--- src/rtl/clock_meter_cfg.svh ---
`ifndef CLOCK_METER_CFG_SVH
`define CLOCK_METER_CFG_SVH
`define EDGE_METER_OFFSET 8'h1B
`define LOCK_STATUS_OFFSET 8'h1C
`define PIN_ZERO_SETUP_OFFSET 8'h1D
`define EDGE_METER_RESET 8'h00
`define PIN_ZERO_SETUP_RESET 4'h0
`define LOCK_BIT 0
`define AUDIO_LOCK_BIT 3
`define TWO_LANE_BIT 4
`define PIN_ENABLE_BIT 0
`define PIN_DIRECTION_BIT 1
`define PIN_FAR_CONTROL_BIT 2
`define PIN_LOCAL_LEVEL_BIT 3
`define REVISION_LSB 4
`define EDGE_COUNT_MAX 8'hFF
`endif

--- src/rtl/clock_meter_pkg.sv ---
package clock_meter_pkg;
    // pad mode from {direction, enable}
    typedef enum logic [1:0] {
        PAD_FUNCTIONAL = 2'b00,
        PAD_GPIO_OUT = 2'b01,
        PAD_TRISTATE = 2'b10,
        PAD_GPIO_IN = 2'b11
    } pad_mode_type;
    typedef enum logic [0:0] {
        METER_IDLE = 1'b0,
        METER_RUN = 1'b1
    } meter_state_type;
endpackage

--- src/rtl/pin_ctl_if.sv ---
`timescale 1ns/1ns
interface pin_ctl_if;
    logic [3:0] setup;
    logic far_level;
    logic func_level;
    logic level;
    logic oe_n;
    modport ctl(output setup, output far_level, output func_level, input level, input oe_n);
    modport pad(input setup, input far_level, input func_level, output level, output oe_n);
endinterface

--- src/rtl/pin_zero_pad.sv ---
`timescale 1ns/1ns
`include "clock_meter_cfg.svh"
module pin_zero_pad (
    pin_ctl_if.pad pin
);
    clock_meter_pkg::pad_mode_type mode;
    // mode decode and drive selection
    always_comb begin
        mode = clock_meter_pkg::pad_mode_type'({pin.setup[`PIN_DIRECTION_BIT],
                                                pin.setup[`PIN_ENABLE_BIT]}); // [RULE12]
        pin.level = 1'b0;
        pin.oe_n = 1'b1;
        if (pin.setup[`PIN_FAR_CONTROL_BIT]) begin
            pin.level = pin.far_level; // [RULE11]
            pin.oe_n = 1'b0;
        end else begin
            unique case (mode)
                clock_meter_pkg::PAD_FUNCTIONAL: begin
                    pin.level = pin.func_level;
                    pin.oe_n = 1'b0;
                end
                clock_meter_pkg::PAD_GPIO_OUT: begin
                    pin.level = pin.setup[`PIN_LOCAL_LEVEL_BIT]; // [RULE10]
                    pin.oe_n = 1'b0;
                end
                clock_meter_pkg::PAD_TRISTATE: begin
                    pin.oe_n = 1'b1;
                end
                clock_meter_pkg::PAD_GPIO_IN: begin
                    pin.oe_n = 1'b1;
                end
            endcase
        end
    end
endmodule // pin_zero_pad

--- src/rtl/clock_meter_status_pin_zero_regs.sv ---
`timescale 1ns/1ns
`include "clock_meter_cfg.svh"
// Functional notes
// RULE1: a counter write starts counting pixel edges for value oscillator periods
// RULE2: counter read returns edges seen in the latest enabled interval
// RULE3: edge count saturates at its top value instead of wrapping
// RULE4: software may use the count as a rough clock estimate
// RULE5: status bit 4 shows dual-link mode
// RULE6: status bit 3 shows audio serial clock lock
// RULE7: status bit 0 shows recovered clock lock
// RULE8: in dual-link mode lock needs both channels locked
// RULE9: second port select steers pin setup to second port pin
// RULE10: local level drives pin in general output mode, far control off
// RULE11: far control bit makes pin an output with remote value
// RULE12: direction and enable decode: 00 func, 10 tristate, 01 out, 11 in
// RULE13: a new counter write restarts measurement and clears count
// RULE14: further pins use the same field layout
module clock_meter_status_pin_zero_regs #(
    parameter logic [3:0] SILICON_REVISION_CODE = 4'h5 // arbitrary value
) (
    input wire logic core_clk,
    input wire logic rst_n,
    input wire logic reg_wr,
    input wire logic reg_rd,
    input wire logic [7:0] reg_addr,
    input wire logic [7:0] reg_wdata,
    output logic [7:0] reg_rdata,
    input wire logic pixel_clk_level,
    input wire logic lane0_locked,
    input wire logic lane1_locked,
    input wire logic two_lane_receive_flag,
    input wire logic audio_pll_locked,
    input wire logic second_port_select,
    input wire logic far_level_port0,
    input wire logic far_level_port1,
    input wire logic func_level_port0,
    input wire logic func_level_port1,
    output logic pin_zero_out,
    output logic pin_zero_oe_n,
    input wire logic pin_zero_in,
    output logic second_port_pin_zero_out,
    output logic second_port_pin_zero_oe_n,
    input wire logic second_port_pin_zero_in
);
    // meter state: running flag, remaining periods and edge tally
    clock_meter_pkg::meter_state_type state_q;
    clock_meter_pkg::meter_state_type state_d;
    logic [7:0] interval_q;
    logic [7:0] interval_d;
    logic [7:0] count_q;
    logic [7:0] count_d;
    // previous pixel level for the edge detector
    logic pix_prev_q;
    logic pix_prev_d;
    // one four-bit setup copy per port, selected by the port select level
    logic [3:0] setup0_q;
    logic [3:0] setup0_d;
    logic [3:0] setup1_q;
    logic [3:0] setup1_d;
    // registered read data, held between reads
    logic [7:0] rdata_q;
    logic [7:0] rdata_d;
    logic pix_edge;
    logic link_locked;
    logic [3:0] setup_sel;
    logic pad_in;
    pin_ctl_if pin ();

    // address match shared by the write decoders and the read mux;
    // full eight-bit compare, so aliases of the three offsets are not hit
    function automatic logic hit(input logic [7:0] addr, input logic [7:0] offs);
        hit = (addr == offs);
    endfunction

    // rising edge of the pixel clock sampled on the oscillator clock
    assign pix_edge = pixel_clk_level & ~pix_prev_q;
    // dual-link lock needs both lanes; single-link uses lane 0 only
    assign link_locked = two_lane_receive_flag ? (lane0_locked & lane1_locked)
                                               : lane0_locked; // [RULE8]
    assign setup_sel = second_port_select ? setup1_q : setup0_q; // [RULE9]
    assign pad_in = second_port_select ? second_port_pin_zero_in : pin_zero_in;

    // meter: interval countdown and saturating edge count
    // the pixel clock is only sampled here, so at most one rising edge can
    // be seen every two oscillator periods; a 255-period window tops out
    // near 127 edges, and the saturation guard only matters if the window
    // or the sampling is ever widened
    // a write of zero leaves the meter idle with a cleared count, which
    // gives software a way to abandon a measurement without starting one
    // the count is not frozen by a read, so a read mid-interval is partial
    always_comb begin
        state_d = state_q;
        interval_d = interval_q;
        count_d = count_q;
        pix_prev_d = pixel_clk_level;
        if (reg_wr && hit(reg_addr, `EDGE_METER_OFFSET)) begin
            interval_d = reg_wdata; // [RULE1]
            count_d = `EDGE_METER_RESET; // [RULE13]
            state_d = (reg_wdata == 8'h00) ? clock_meter_pkg::METER_IDLE
                                           : clock_meter_pkg::METER_RUN;
        end else begin
            unique case (state_q)
                clock_meter_pkg::METER_IDLE: begin
                end
                clock_meter_pkg::METER_RUN: begin
                    // count rising pixel edges; the interval drops one oscillator period per cycle
                    if (pix_edge && count_q != `EDGE_COUNT_MAX) begin
                        count_d = count_q + 8'h01; // [RULE3]
                    end
                    interval_d = interval_q - 8'h01;
                    if (interval_q == 8'h01) begin
                        state_d = clock_meter_pkg::METER_IDLE; // [RULE1]
                    end
                end
            endcase
        end
    end

    always_ff @(posedge core_clk or negedge rst_n) begin
        if (!rst_n) begin
            state_q <= clock_meter_pkg::METER_IDLE;
            interval_q <= 8'h00;
            count_q <= `EDGE_METER_RESET;
            pix_prev_q <= 1'b0;
        end else begin
            state_q <= state_d;
            interval_q <= interval_d;
            count_q <= count_d;
            pix_prev_q <= pix_prev_d;
        end
    end

    // pin setup writes go to the selected port's copy
    // bits 7:4 of the write are dropped: that nibble reads the revision code
    // the select is a level, so it must settle before the write strobe
    always_comb begin
        setup0_d = setup0_q;
        setup1_d = setup1_q;
        if (reg_wr && hit(reg_addr, `PIN_ZERO_SETUP_OFFSET)) begin
            if (second_port_select) begin
                setup1_d = reg_wdata[3:0]; // [RULE9]
            end else begin
                setup0_d = reg_wdata[3:0];
            end
        end
    end

    always_ff @(posedge core_clk or negedge rst_n) begin
        if (!rst_n) begin
            setup0_q <= `PIN_ZERO_SETUP_RESET;
            setup1_q <= `PIN_ZERO_SETUP_RESET;
        end else begin
            setup0_q <= setup0_d;
            setup1_q <= setup1_d;
        end
    end

    // read mux; count reads live, so a read mid-interval shows partial count
    // unmapped offsets read zero; the status bits are sampled at the read
    // edge, so a lock change between strobe and use is not reflected
    // the revision nibble is a parameter with an arbitrary default value
    always_comb begin
        rdata_d = rdata_q;
        if (reg_rd) begin
            rdata_d = 8'h00;
            if (hit(reg_addr, `EDGE_METER_OFFSET)) begin
                rdata_d = count_q; // [RULE2]
            end else if (hit(reg_addr, `LOCK_STATUS_OFFSET)) begin
                rdata_d[`TWO_LANE_BIT] = two_lane_receive_flag; // [RULE5]
                rdata_d[`AUDIO_LOCK_BIT] = audio_pll_locked; // [RULE6]
                rdata_d[`LOCK_BIT] = link_locked; // [RULE7]
            end else if (hit(reg_addr, `PIN_ZERO_SETUP_OFFSET)) begin
                rdata_d = {SILICON_REVISION_CODE, setup_sel}; // [RULE14]
            end
        end
    end

    always_ff @(posedge core_clk or negedge rst_n) begin
        if (!rst_n) begin
            rdata_q <= 8'h00;
        end else begin
            rdata_q <= rdata_d;
        end
    end

    assign reg_rdata = rdata_q;

    // one pad decoder per port keeps the unselected pin's setup live
    // trade-off: two decoders instead of one, but flipping the select never
    // glitches the pin that software is not currently addressing
    // the pad inputs are taken but not yet read back through any register
    assign pin.setup = setup0_q;
    assign pin.far_level = far_level_port0;
    assign pin.func_level = func_level_port0;
    pin_zero_pad pad0 (
        .pin(pin)
    );
    pin_ctl_if pin1 ();
    assign pin1.setup = setup1_q;
    assign pin1.far_level = far_level_port1;
    assign pin1.func_level = func_level_port1;
    pin_zero_pad pad1 (
        .pin(pin1)
    );
    assign pin_zero_out = pin.level;
    assign pin_zero_oe_n = pin.oe_n;
    assign second_port_pin_zero_out = pin1.level;
    assign second_port_pin_zero_oe_n = pin1.oe_n;
endmodule // clock_meter_status_pin_zero_regs

--- config.mk ---
export PLATFORM = sky130hd
export DESIGN_NAME = clock_meter_status_pin_zero_regs
export DESIGN_NICKNAME = d
export VERILOG_FILES = /design/src/rtl/clock_meter_pkg.sv /design/src/rtl/pin_ctl_if.sv /design/src/rtl/pin_zero_pad.sv /design/src/rtl/clock_meter_status_pin_zero_regs.sv
export VERILOG_INCLUDE_DIRS = /design/src /design/src/rtl
export SDC_FILE = /design/constraint.sdc
export NUM_CORES = 1
export LEC_CHECK = 0
export ABC_AREA = 1
export BUFFER_PORTS_ARGS = -buffer_cell sky130_fd_sc_hd__clkbuf_2
export CORE_MARGIN = 4
export CORE_UTILIZATION = 38
export CTS_BUF_LIST = sky130_fd_sc_hd__clkbuf_8
export CTS_CLUSTER_SIZE = 20
export DETAILED_ROUTE_END_ITERATION = 12
export PLACE_DENSITY = 0.55
export SLEW_MARGIN = 5
export SYNTH_ARGS = -nofsm -noshare
export SYNTH_HDL_FRONTEND = slang
export SYNTH_HIERARCHICAL = 1
export SYNTH_SLANG_ARGS = --single-unit
--- constraint.sdc ---
create_clock -name core_clk -period 1.3 [get_ports core_clk]
set_input_delay 0.065 -clock core_clk [delete_from_list [all_inputs] [get_ports core_clk]]
set_output_delay 0.065 -clock core_clk [all_outputs]
set_load 0.005 [all_outputs]
==> impl_metrics.csv <==
group,metric,value,unit
global_route,grt_max_degree,35,
sta,fin_skew,0.00852,ns
worst_setup_path,crit_top_cell,"nand2_1",
worst_setup_path,slowest_stage,"dfrtp_1",
global_route,antenna_found_initial,0,
clock_tree,path_clk_slew,0.07,ns
place,numPortBuffers,41,
detailed_routing,firstDrtPassIters,4,
worst_setup_path,r2r-start,"count_q[1]",
place,placed_area,2510,um^2
pwr,total_leakage_power,1.55,nW
sta,slew_headroom,70.2,%
floorplan,start_util,39.1,%
floorplan,core_area,5510,um^2
global_route,grt_pass1_wl,8.86,mm
layout,areaGrowthSynthToFinish,25.8,%
global_route,gr-total-overflow,0,
place,dp_cells,443,
detailed_routing,drt_iter0_drc,64,
worst_setup_path,cp-endpoint,"count_q[3]",
pwr,power_density,1140,nW/um^2
logic_synthesis,ys_seq_area_share,39.5,%
floorplan,fp.dieH,83.3,um
worst_setup_path,max_stage_delay,0.43,ns
logic_synthesis,syn_nets,356,
pwr,pwr-share-seq,43.5,%
layout,fin_util,49.2,%
sta,final_max_slew_viol_count,0,
worst_setup_path,required,1.48,ns
sta,setup_violations,0,
worst_setup_path,endpoint_kind,"flip-flop",
logic_synthesis,ys_top_cells_by_area,"dfrtp_1 40%, nand2_1 24%, nand3_1 9.1%",
clock_tree,cts_made_buffers,5,
detailed_routing,wirelength,4.90,mm
clock_tree,clkLatencyLatePin,0.29,ns
logic_synthesis,synth_cells,321,
logic_synthesis,avgSynthCellArea,6.71,um^2
pwr,peakVddDrop,0.838,mV
sta,fin_crit,1.18,ns
logic_synthesis,synth_cell_types,25,
clock_tree,clkSinkCount,34,
place,hpwl,3.80,mm
floorplan,dieArea,6930,um^2
clock_tree,clock_path_buffers,2,
worst_setup_path,r2r_setup_slack,0.12,ns
place,place.gp.congestion,0.799,
job,maxCapViolCount,0,
global_route,grtUsageTotal,15.3,%
detailed_routing,ant_nets,0,
pwr,p_clk_share,26.3,%
global_route,grt_pass1_vias,2013,
floorplan,io-pin-count,44,
pwr,p_sw_share,34.1,%
logic_synthesis,ys_top_cells_by_count,"138 x nand2_1, 47 x inv_1, 39 x nand3_1, 34 x dfrtp_1, 23 x nor2_1",
clock_tree,cts_max_level,2,
logic_synthesis,synth_edf_count,0,
logic_synthesis,synthArstFlopShare,100,%
worst_setup_path,reg2reg_to,"count_q[3]",
clock_tree,root_buffer,"clkbuf_8",
logic_synthesis,synth_ff_type,"dfrtp_1",
layout,drive_above_1_share,23.1,%
sta,fin_crit_sh,91.0,%
worst_setup_path,crit_type,"flip-flop to flip-flop",
clock_tree,cts_tree,"done",
sta,fin_ws,0.117,ns
min_path,min_path_type,"input port to flip-flop",
detailed_routing,vias,2089,
sta,finalHoldViolCount,0,
floorplan,die_x,83.3,um
worst_setup_path,arrival,1.36,ns
worst_setup_path,critPathMaxFanout,8,
logic_synthesis,synth.most_common_cell,"nand2_1",
sta,max_slew.worst_pin.slew,0.447,ns
worst_setup_path,cp-start-kind,"flip-flop",
detailed_routing,wl_per_cell,10.7,um
detailed_routing,drc_errors,0,
pwr,pwr-share-comb,30.2,%
worst_setup_path,crit_path_start,"count_q[1]",
layout,final_cells,457,
place,pre_cts_ws,0.0523,ns
sta,fmax,845,MHz
layout,insertedDiodeCount,0,
pwr,switchingPower,0.00106,W
logic_synthesis,yosysTopAreaCell,"dfrtp_1",
layout,final_nets,419,
logic_synthesis,synth-seq-cells,34,
floorplan,num_rows,27,
sta,rsz0062_at_grt,"true",
sta,holdWs,0.00147,ns
worst_setup_path,cp_cell_sequence,"ha_4 -> nand3_1 -> nand2_2 -> nand2_4 -> inv_6 -> nand2_1 -> nand2_1",
layout,stdcell_area,2710,um^2
detailed_routing,avgViaCountPerCell,4.57,
pwr,internal_power,0.00204,W
logic_synthesis,post-synth-top-area-fraction,39.5,%
worst_setup_path,reg2regPathDepth,7,
logic_synthesis,syn_area,2150,um^2
logic_synthesis,yosys_warnings,6,
outcome,status,"complete, no violations",
[power by group through the flow]
stage / sequential (W) / clock (W) / combinational (W)
after floorplan: 0.00132 / 0 / 0.000518
after global placement: 0.00134 / 0 / 0.000800
after detailed placement: 0.00134 / 0 / 0.000815
after CTS: 0.00132 / 0.000842 / 0.000820
after global routing: 0.00137 / 0.000885 / 0.00108
final: 0.00135 / 0.000815 / 0.000934
[registers in the layout, summed over array words and instances (netlist names)]
name / count
pin1.setup: 4
pix_prev_q: 1
pin.setup: 4
count_q: 8
interval_q: 8
state_q: 1
reg_rdata: 8
[worst max-delay path, delay by kind of cell, from the launching register on]
kind | cells | cell delay, ns
flip-flops | 1 | 0.43
AND/OR/NAND/NOR | 5 | 0.38
adder cells (fa/ha/maj) | 1 | 0.20
buffers and inverters | 1 | 0.05
[repair_timing]
| action | 4_1_cts | 5_1_grt |
|---|---|---|
| gates resized for setup | 0 | 21 |
| setup buffers | 0 | 4 |
| endpoints found under the hold margin | 35 | 0 |
| hold buffers | 2 | 0 |
| endpoints found under the setup margin | 0 | 11 |
[cells in the final DEF, fill, tap and decap left out, types with 4 or more instances in the layout]
cell,Yosys,final
buf_4,0,16
nor2_1,23,20
nand4_1,4,4
nand2_1,138,137
xor2_1,5,5
inv_2,0,5
inv_1,47,43
nand2_2,4,4
clkbuf_2,0,41
nand3_1,39,38
dfrtp_1,34,32
clkbuf_8,0,6
[cells by family (layout without fill, tap and decap cells)]
logic type,after synthesis,count (layout),share of synthesized area (%)
fa+ha+maj,3,3,1.74
simple gates,218,218,44.3
xor+xnor,5,5,2.03
buf+inv,52,116,9.88
compound gates,9,9,2.56
flops,34,34,39.5
[final cells by class]
type,count,area (um^2)
well taps,72,90.1
inverters,49,189
repair buffers,59,345
multi-input cells,235,1140
flip-flops and latches,34,853
fillers,600,2800
clock buffers,6,82.6
clock inverters,2,8.76
[metrics by stage]
step / setup TNS, ns / total power (W)
6_report: 0 / 0.00309
3_5_place_dp: 0 / 0.00215
4_1_cts: 0 / 0.00298
2_1_floorplan: 0 / 0.00184
5_1_grt: -0.0636 / 0.00333
3_3_place_gp: 0 / 0.00214
[worst min path at each step]
stage / startpoint / end / cells after the start
after floorplan: rst_n / count_q[0] / 0
after global placement: rst_n / reg_rdata[3] / 2
after detailed placement: rst_n / reg_rdata[3] / 2
after CTS: reg_wdata[7] / interval_q[7] / 3
after global routing: reg_wdata[6] / interval_q[6] / 3
final: reg_wdata[4] / interval_q[4] / 3
[routing by layer]
metal | track usage [%] | vias to the layer above | part of all wire, %
li1 | - | 1114 | -
met5 | 0 | - | 0
met3 | 3.57 | 7 | 3.7
met1 | 19.8 | 938 | 48
met2 | 25.4 | 30 | 47
met4 | 4.46 | 0 | 1.2
No activity file was read; power rests on OpenSTA's default activity.
